## config.mk

```make
export PLATFORM = sky130hd
export DESIGN_NAME = ssr_top
export DESIGN_NICKNAME = d
export VERILOG_FILES = /design/src/design/ssr_pkg.sv /design/src/design/ssr_tick.sv /design/src/design/ssr_pi.sv /design/src/design/ssr_top.sv
export VERILOG_INCLUDE_DIRS = /design/src /design/src/design
export SDC_FILE = /design/constraint.sdc
export NUM_CORES = 2
export LEC_CHECK = 0
export BUFFER_PORTS_ARGS = -buffer_cell sky130_fd_sc_hd__buf_2
export CORE_UTILIZATION = 65
export DETAILED_ROUTE_END_ITERATION = 12
export GPL_TIMING_DRIVEN = 1
export PLACE_DENSITY_LB_ADDON = 0.15
export SLEW_MARGIN = 20
export SYNTH_ARGS = -nofsm -noshare
export SYNTH_HDL_FRONTEND = slang
export SYNTH_SLANG_ARGS = --single-unit
export TNS_END_PERCENT = 100
```

## constraint.sdc

```tcl
create_clock -name clk -period 51.3 [get_ports clk]
set_input_delay 10.26 -clock clk [delete_from_list [all_inputs] [get_ports clk]]
set_output_delay 10.26 -clock clk [all_outputs]
set_load 0.01 [all_outputs]
```

## src/design/ssr_map.svh

```systemverilog
// Constants for the speed search and auto restart block
`ifndef SSR_MAP_SVH
`define SSR_MAP_SVH
`define SSR_SEL_ACCEL       0
`define SSR_SEL_FAULT_RST   1
`define SSR_SEL_POWER_FAIL  2
`define SSR_SEL_POWER_ON    3
`define SSR_ILIM_MIN        8'd80
`define SSR_ILIM_MAX        8'd200
`define SSR_ILIM_DEF        8'd100
`define SSR_KP_DEF          14'd100
`define SSR_KI_DEF          14'd1000
`define SSR_FUNC_SEARCH     5'd15
`define SSR_ATTEMPT_MAX     4'd10
`define SSR_DELAY_MAX_S     6'd60
`define SSR_QUIET_S         30
`define SSR_CLK_HZ          100000000
`define SSR_TICK_CYCLES     (`SSR_CLK_HZ / 10)
`define SSR_QUIET_TICKS     (`SSR_QUIET_S * 10)
`define SSR_VOLT_NOM        16'hFFFF
`endif

```

## src/design/ssr_pkg.sv

```systemverilog
// Types for the speed search and auto restart block
package ssr_pkg;
	typedef enum logic [5:0] {
		SSR_IDLE   = 6'b000001,
		SSR_RUN    = 6'b000010,
		SSR_TRIP   = 6'b000100,
		SSR_WAIT   = 6'b001000,
		SSR_SEARCH = 6'b010000,
		SSR_LOCK   = 6'b100000
	} ssr_state_e;
	typedef struct packed {
		logic [13:0] kp;
		logic [13:0] ki;
		logic [7:0]  ilim_pct;
	} ssr_pi_cfg_s;
	typedef struct packed {
		logic [15:0] freq;
		logic [15:0] volt;
	} ssr_drive_s;
endpackage

```

## src/design/ssr_tick.sv

```systemverilog
// Tenth-second tick generator
`timescale 1ns/1ps
module ssr_tick
	import ssr_pkg::*;
#(
	parameter int TICK_CYCLES = 10000000
) (
	// Clock and reset
	input  wire logic clk,
	input  wire logic rst_b,
	input  wire logic ce,
	// Tick
	output logic      tick
);
	logic [23:0] cnt_q;

	always_ff @(posedge clk) begin
		if (!rst_b) begin
			cnt_q <= 24'h000000;
			tick  <= 1'b0;
		end else if (ce) begin
			tick  <= (cnt_q == 24'(TICK_CYCLES - 1));
			cnt_q <= (cnt_q == 24'(TICK_CYCLES - 1)) ? 24'h000000 : cnt_q + 24'h000001;
		end
	end
endmodule

```

## src/design/ssr_pi.sv

```systemverilog
// PI loop steering output voltage and frequency during search
`timescale 1ns/1ps
`include "ssr_map.svh"
module ssr_pi
	import ssr_pkg::*;
(
	// Clock and reset
	input  wire logic        clk,
	input  wire logic        rst_b,
	input  wire logic        ce,
	// Control
	input  wire logic        start,
	input  wire logic        active,
	input  wire ssr_pi_cfg_s cfg,
	input  wire logic [15:0] hold_freq,
	input  wire logic [15:0] motor_current,
	input  wire logic [15:0] motor_rated_current,
	// Result
	output ssr_drive_s       drive,
	output logic             over_limit,
	output logic             done
);
	logic [23:0] lim_full;
	logic [15:0] lim;
	logic [15:0] err;
	logic [31:0] pterm;
	logic [31:0] iterm;
	logic [31:0] integ_q;
	logic [15:0] step;

	always_comb begin
		lim_full = 24'(motor_rated_current) * 24'(cfg.ilim_pct) / 24'd100;
		lim      = lim_full[15:0];
		err      = (motor_current > lim) ? motor_current - lim : lim - motor_current;
		pterm    = 32'(err) * 32'(cfg.kp);
		iterm    = 32'(err) * 32'(cfg.ki);
		step     = (pterm[31:8] + integ_q[31:16] == 24'h0) ? 16'h0001 : 16'(pterm[31:8] + integ_q[31:16]);
	end

	always_ff @(posedge clk) begin
		if (!rst_b) begin
			drive      <= '0;
			integ_q    <= 32'h0;
			over_limit <= 1'b0;
			done       <= 1'b0;
		end else if (ce) begin
			done <= 1'b0;
			if (start) begin
				drive.freq <= hold_freq;
				drive.volt <= 16'h0000;
				integ_q    <= 32'h0;
				over_limit <= 1'b0;
			end else if (active) begin
				integ_q    <= integ_q + iterm;
				over_limit <= (motor_current > lim);
				if (motor_current > lim) begin
					drive.freq <= (drive.freq > step) ? drive.freq - step : 16'h0000;
					integ_q    <= 32'h0;
				end else if (drive.volt != `SSR_VOLT_NOM) begin
					drive.volt <= (`SSR_VOLT_NOM - drive.volt > step) ? drive.volt + step : `SSR_VOLT_NOM;
				end else if (drive.freq < hold_freq) begin
					drive.freq <= (hold_freq - drive.freq > step) ? drive.freq + step : hold_freq;
				end else begin
					done <= 1'b1;
				end
			end
		end
	end
endmodule

```

## src/design/ssr_top.sv

```systemverilog
// Speed search and auto restart sequencer
// Notes on behaviour
// - Four select bits enable search cases
// - Search current limited to percent of rated
// - Search is PI loop with own gains
// - Output function 15 shows search active
// - Power loss outside idle raises undervoltage trip, holds output
// - Power return resumes held frequency, raises voltage
// - Over limit: stop voltage rise, lower frequency
// - Under limit: resume voltage, stop lowering
// - Nominal reached: end search, accelerate on
// - After trip wait delay if count nonzero
// - Each restart after delay decrements remaining count
// - Too many trips: no restart, stay stopped
// - Fault reset reloads remaining count
// - Thirty quiet seconds restore the count
// - No restart after undervoltage or emergency stop
// - Delay expiry starts search acceleration
`timescale 1ns/1ps
`include "ssr_map.svh"
module ssr_top
	import ssr_pkg::*;
(
	// Clock and reset
	input  wire logic        clk,
	input  wire logic        rst_b,
	input  wire logic        ce,
	// Configuration
	input  wire logic [3:0]  search_case_select,
	input  wire logic [7:0]  search_current_limit,
	input  wire logic [13:0] search_prop_gain,
	input  wire logic [13:0] search_integral_gain,
	input  wire logic [4:0]  output_terminal_function,
	input  wire logic [4:0]  relay_output_function,
	input  wire logic [3:0]  restart_attempt_count,
	input  wire logic [5:0]  restart_delay_time,
	input  wire logic        power_on_start,
	input  wire logic        restart_after_fault_reset,
	// Drive events
	input  wire logic        run_cmd,
	input  wire logic        power_ok,
	input  wire logic        fault_trip,
	input  wire logic        emergency_stop,
	input  wire logic        fault_reset,
	input  wire logic [15:0] ref_freq,
	input  wire logic [15:0] motor_current,
	input  wire logic [15:0] motor_rated_current,
	// Outputs
	output ssr_drive_s       drive_out,
	output logic             multi_output_terminal,
	output logic             relay_contact_output,
	output logic             undervoltage_trip,
	output logic             search_active,
	output logic             restart_locked,
	output logic [3:0]       restart_remaining
);
	ssr_state_e  state_q;
	logic [15:0] hold_q;
	logic [9:0]  delay_q;
	logic [9:0]  quiet_q;
	logic        quiet_run_q;
	logic        ps_q;
	logic        search_start;
	logic        tick;
	logic        pi_done;
	logic        pi_over;
	logic        lock_cause_q;
	logic        powered_q;
	logic        fault_rst_q;
	ssr_drive_s  pi_drive;
	ssr_pi_cfg_s cfg;
	logic        trip_evt;

	function automatic logic case_on(input logic [3:0] sel, input int bit_n);
		case_on = sel[bit_n];
	endfunction

	function automatic logic [7:0] clamp_lim(input logic [7:0] v);
		if (v < `SSR_ILIM_MIN)
			clamp_lim = `SSR_ILIM_MIN;
		else if (v > `SSR_ILIM_MAX)
			clamp_lim = `SSR_ILIM_MAX;
		else
			clamp_lim = v;
	endfunction

	always_comb begin
		cfg.kp       = search_prop_gain;
		cfg.ki       = search_integral_gain;
		cfg.ilim_pct = clamp_lim(search_current_limit);
		trip_evt     = fault_trip || emergency_stop || !power_ok;
		search_start = 1'b0;
		if (state_q == SSR_IDLE && run_cmd && power_ok)
			search_start = (!powered_q && power_on_start && case_on(search_case_select, `SSR_SEL_POWER_ON)) ||
				(fault_rst_q && restart_after_fault_reset && case_on(search_case_select, `SSR_SEL_FAULT_RST)) ||
				case_on(search_case_select, `SSR_SEL_ACCEL);
		if (state_q == SSR_TRIP && power_ok && lock_cause_q && case_on(search_case_select, `SSR_SEL_POWER_FAIL))
			search_start = 1'b1;
		if (state_q == SSR_WAIT && delay_q == 10'h000 && !trip_evt)
			search_start = 1'b1;
	end

	ssr_tick #(
		.TICK_CYCLES(`SSR_TICK_CYCLES)
	) u_tick (
		.clk  (clk),
		.rst_b(rst_b),
		.ce   (ce),
		.tick (tick)
	);

	ssr_pi u_pi (
		.clk                (clk),
		.rst_b              (rst_b),
		.ce                 (ce),
		.start              (search_start),
		.active             (state_q == SSR_SEARCH && !trip_evt),
		.cfg                (cfg),
		.hold_freq          (hold_q),
		.motor_current      (motor_current),
		.motor_rated_current(motor_rated_current),
		.drive              (pi_drive),
		.over_limit         (pi_over),
		.done               (pi_done)
	);

	// Sequencer
	always_ff @(posedge clk) begin
		if (!rst_b) begin
			state_q      <= SSR_IDLE;
			lock_cause_q <= 1'b0;
			delay_q      <= 10'h000;
		end else if (ce) begin
			case (state_q)
				SSR_IDLE: begin
					if (search_start)
						state_q <= SSR_SEARCH;
					else if (run_cmd && power_ok)
						state_q <= SSR_RUN;
				end
				SSR_RUN, SSR_SEARCH: begin
					if (!power_ok) begin
						state_q      <= SSR_TRIP;
						lock_cause_q <= 1'b1;
					end else if (fault_trip || emergency_stop) begin
						lock_cause_q <= emergency_stop;
						delay_q      <= 10'(restart_delay_time) * 10'd10;
						if (emergency_stop)
							state_q <= SSR_LOCK;
						else if (!ps_q)
							state_q <= SSR_LOCK;
						else
							state_q <= SSR_WAIT;
					end else if (state_q == SSR_SEARCH && pi_done)
						state_q <= SSR_RUN;
					else if (!run_cmd)
						state_q <= SSR_IDLE;
				end
				SSR_TRIP: begin
					if (search_start)
						state_q <= SSR_SEARCH;
					else if (power_ok)
						state_q <= SSR_LOCK;
				end
				SSR_WAIT: begin
					if (trip_evt)
						state_q <= SSR_LOCK;
					else if (search_start)
						state_q <= SSR_SEARCH;
					else if (tick)
						delay_q <= delay_q - 10'h001;
				end
				SSR_LOCK: begin
					if (fault_reset)
						state_q <= SSR_IDLE;
				end
				default: state_q <= SSR_IDLE;
			endcase
		end
	end

	// Held frequency and start conditions
	always_ff @(posedge clk) begin
		if (!rst_b) begin
			hold_q      <= 16'h0000;
			powered_q   <= 1'b0;
			fault_rst_q <= 1'b0;
		end else if (ce) begin
			if (state_q == SSR_RUN)
				hold_q <= (ref_freq > drive_out.freq) ? drive_out.freq : ref_freq;
			if (state_q == SSR_IDLE && run_cmd)
				powered_q <= 1'b1;
			if (fault_reset)
				fault_rst_q <= 1'b1;
			else if (state_q == SSR_RUN)
				fault_rst_q <= 1'b0;
		end
	end

	// Remaining restart count and quiet timer
	always_ff @(posedge clk) begin
		if (!rst_b) begin
			ps_q        <= 1'b0;
			quiet_q     <= 10'h000;
			quiet_run_q <= 1'b0;
			restart_remaining <= 4'h0;
		end else if (ce) begin
			ps_q <= (restart_remaining != 4'h0);
			if (fault_reset) begin
				restart_remaining <= (restart_attempt_count > `SSR_ATTEMPT_MAX) ? `SSR_ATTEMPT_MAX
					: restart_attempt_count;
				quiet_run_q <= 1'b0;
			end else if (state_q == SSR_WAIT && search_start) begin
				restart_remaining <= restart_remaining - 4'h1;
				quiet_q     <= 10'(`SSR_QUIET_TICKS);
				quiet_run_q <= 1'b1;
			end else if (trip_evt) begin
				quiet_run_q <= 1'b0;
			end else if (quiet_run_q && tick) begin
				if (quiet_q == 10'h001) begin
					restart_remaining <= (restart_attempt_count > `SSR_ATTEMPT_MAX) ? `SSR_ATTEMPT_MAX
						: restart_attempt_count;
					quiet_run_q <= 1'b0;
				end
				quiet_q <= quiet_q - 10'h001;
			end
		end
	end

	// Registered outputs
	always_ff @(posedge clk) begin
		if (!rst_b) begin
			drive_out             <= '0;
			multi_output_terminal <= 1'b0;
			relay_contact_output  <= 1'b0;
			undervoltage_trip     <= 1'b0;
			search_active         <= 1'b0;
			restart_locked        <= 1'b0;
		end else if (ce) begin
			if (state_q == SSR_SEARCH)
				drive_out <= pi_drive;
			else if (state_q == SSR_RUN)
				drive_out <= '{freq: ref_freq, volt: `SSR_VOLT_NOM};
			else if (state_q != SSR_TRIP)
				drive_out <= '0;
			search_active         <= (state_q == SSR_SEARCH) && !pi_done && !trip_evt;
			multi_output_terminal <= (output_terminal_function == `SSR_FUNC_SEARCH) &&
				(state_q == SSR_SEARCH) && !pi_done && !trip_evt;
			relay_contact_output  <= (relay_output_function == `SSR_FUNC_SEARCH) &&
				(state_q == SSR_SEARCH) && !pi_done && !trip_evt;
			undervoltage_trip     <= !power_ok && state_q != SSR_IDLE;
			restart_locked        <= (state_q == SSR_LOCK);
		end
	end
endmodule

```

==> flow_metrics.py <==
metrics = {
    "die": {
        "top_level_ports": 159,
        "die-area_sq_mm": 0.0577,
        "fp-row-count": 86,
        "core_sq_mm": 0.0555,
        "die_x_um": 240,
        "die_h_um": 240,
        "start_util_pct": 66.4,
    },
    "yosys": {
        "synth_edf_count": 0,
        "ys.warnings.count": 0,
        "yosys.cell_types.count": 121,
        "synthCells": 4497,
        "syn_avg_cell_area_sq_um": 8.20,
        "synth_top_area_share_pct": 24.5,
        "ys_top_cells_by_area": "fa_1 24%, ha_1 14%, dfxtp_1 9.7%, inv_1 6.5%, nand2_1 5.6%",
        "synth_fp_nets": 5469,
        "netlist_area_sq_mm": 0.0369,
        "yosysSeqAreaShare_pct": 9.66,
        "ys_ff_latch": 178,
        "yosys.area.top_type": "fa_1",
        "async_flop_share_pct": 0,
        "ys.flop_type": "dfxtp_1",
    },
    "routing": {
        "ant_nets": 0,
        "drtIter0Drc": 2218,
        "num_vias": 32054,
        "viasPerCell": 6.08,
        "remaining_drc_errors": 0,
        "routedWlPerCell_um": 17.9,
        "dr.pass1.iters": 6,
        "finalWirelength_um": 94300,
    },
    "finish": {
        "drive_above_1_share_pct": 7.34,
        "final_cell_mix": "643 x inv_1, 546 x nand2_1, 451 x fa_1",
        "layout_commonest_cell": "inv_1",
        "syn_to_final_growth_pct": 5.22,
        "fin_nets": 5485,
    },
    "run_status": {
        "outcome": "complete, no violations",
    },
    "worst_setup_path": {
        "timing.rr.start": "u_pi.integ_q[8]",
        "path_buf_inv": 15,
        "critPathTopFamily": "compound AO/OA/AOI/OAI gates",
        "ff2ff_path_depth": 41,
        "crit_type": "input pin to flip-flop",
        "reg2reg_slack_ns": 42.85,
        "setup.worst_path.end": "u_pi.drive[28]",
        "crit_start": "search_current_limit[0]",
        "arrival_ns": 44.77,
        "end_kind": "flip-flop",
        "critPathMaxStageDelay_ns": 0.85,
        "r2r-end": "u_pi.integ_q[31]",
        "cp.required_ns": 51.65,
        "cp_num_cells": 142,
        "crit_path_frequent_cell": "o21a_1",
        "start_kind": "input pin",
        "cp_slowest_cell": "nor2b_1",
        "path_max_fanout": 28,
    },
    "timing": {
        "hold_violations": 0,
        "fmax_ghz": 0.0225,
        "clock_skew_ns": 0.0122,
        "setup_viol_count_final": 0,
        "rsz0062_at_grt": "no",
        "drv_slew": 0,
        "post-route-min-period_ns": 44.42,
        "slew_headroom_pct": 27.8,
        "min_period_over_period_pct": 86.6,
        "worst_pin_slew_ns": 1.08,
        "fin_setup_tns_ns": 0,
    },
    "hold_path": {
        "hp-class": "flip-flop to flip-flop",
    },
    "cts": {
        "cts_sinks": 178,
        "cts_tree": "built",
        "cts-buffers-inserted": 17,
        "clockBufferDepth": 2,
        "clk-insertion-delay-late_ns": 0.46,
        "clock-root-buffer": "clkbuf_16",
        "postCtsHoldBufs": 0,
        "htree_levels": 4,
        "clkTransAtPathRegs_ns": 0.07,
        "cts_setup_buffers": 0,
        "cts_resized": 0,
    },
    "grt": {
        "grt_pass1_vias": 31424,
        "antenna_found_initial": 5,
        "grt_max_degree": 98,
        "grt.total_usage_pct": 33.5,
        "grt_overflow": 0,
        "grt_pass1_wl_um": 156000,
    },
    "place": {
        "place_congestion": 0.948,
        "port_buffers": 158,
        "hpwlAfterDp_um": 73100,
    },
    "job": {
        "cap_violations": 0,
    },
}
==> worst register-to-register path: cells and delay by family, from the launching register on <==
kind,cells,cell delay [ns]
AO/OA/AOI/OAI,24,4.19
buffers and inverters,6,0.32
flip-flops,1,0.35
adder cells (fa/ha/maj),7,3.12
AND/OR/NAND/NOR,3,0.21
XOR/XNOR,1,0.15
==> logic make-up (layout without fill, tap and decap cells) <==
logic type / after synthesis / in the layout / synth area share (%)
DFF: 178 / 178 / 9.66
AOI/OAI and AO/OA: 942 / 942 / 18.4
muxes: 38 / 38 / 1.07
adders and majority gates: 861 / 861 / 38.3
and+or+nand+nor: 1469 / 1469 / 19.7
xor gates and xnor gates: 165 / 165 / 3.98
other: 0 / 1 / 0
buffers and inverters: 844 / 873 / 8.83
==> final cells by class <==
class                   count  area [sq um]
diodes                      1          2.50
clock buffers              19           453
clock inverters            13           163
fillers                  4582         16700
inverters                 648          2430
multi-input cells        3475         30200
flip-flops and latches    178          3560
well taps                 748           936
repair buffers            193          1060
==> state kept, by name, indices dropped and copies added (netlist names), 4 cells and up <==
| name | flops |
|---|---|
| hold_q | 16 |
| drive_out | 32 |
| state_q | 6 |
| delay_q | 10 |
| restart_remaining | 4 |
| u_pi.drive | 32 |
| u_tick.cnt_q | 24 |
| u_pi.integ_q | 32 |
| quiet_q | 10 |
==> metal layers <==
metal  wire, um  up-vias  global-route usage, %
met1      39900    15648                   43.9
met2      45700     1138                   57.5
met4       2460        8                   9.48
met5         49        -                      0
li1           -    15060                      -
met3       6150      200                   4.48
==> Yosys cell counts (21+ instances only) <==
| master | count |
|---|---|
| xor2_1 | 68 |
| o211ai_1 | 50 |
| a221oi_1 | 26 |
| nor3_1 | 62 |
| mux2i_1 | 30 |
| nor2_1 | 221 |
| inv_1 | 643 |
| and3_1 | 25 |
| a22oi_1 | 44 |
| o21ai_1 | 21 |
| nand3_1 | 46 |
| a21oi_1 | 207 |
| a31oi_1 | 22 |
| o21a_1 | 37 |
| o211a_1 | 32 |
| nor3b_1 | 22 |
| nand4_1 | 44 |
| nand2_1 | 546 |
| o21ai_0 | 140 |
| fa_1 | 451 |
| xnor2_1 | 94 |
| dfxtp_1 | 178 |
| a21boi_0 | 24 |
| nor2b_1 | 92 |
| nand2b_1 | 30 |
| o311a_1 | 25 |
| o21bai_1 | 52 |
| and2_1 | 284 |
| ha_1 | 403 |
| a21o_1 | 59 |
| clkbuf_1 | 165 |
==> through the flow <==
stage                     utilization (%)  setup slack (ns)  area, sq um  cells  hold WS (ns)
final                                69.9              6.88        38800   5275         0.482
after global routing                 69.9              4.13        38800   5275         0.499
after CTS                            69.9              7.02        38800   5274         0.484
after detailed placement             68.8              6.60        38200   5242         0.459
after global placement               68.7              7.26        38200   5242         0.452
after floorplan                         -             11.03        36900   4497         0.444
==> worst min-delay path by stage <==
stage / startpoint / endpoint / slack (ns) / depth (start not counted)
2_1_floorplan: u_tick.cnt_q[12] / u_tick.cnt_q[12] / 0.44 / 2
3_3_place_gp: drive_out[3] / drive_out[3] / 0.45 / 2
3_5_place_dp: drive_out[3] / drive_out[3] / 0.46 / 2
4_1_cts: drive_out[15] / drive_out[15] / 0.48 / 2
5_1_grt: drive_out[15] / drive_out[15] / 0.50 / 2
6_report: drive_out[7] / drive_out[7] / 0.48 / 2
Power is left out: the tool's default activity adds up to more than one toggle a clock period on the data nets, which glitch-free logic cannot reach.
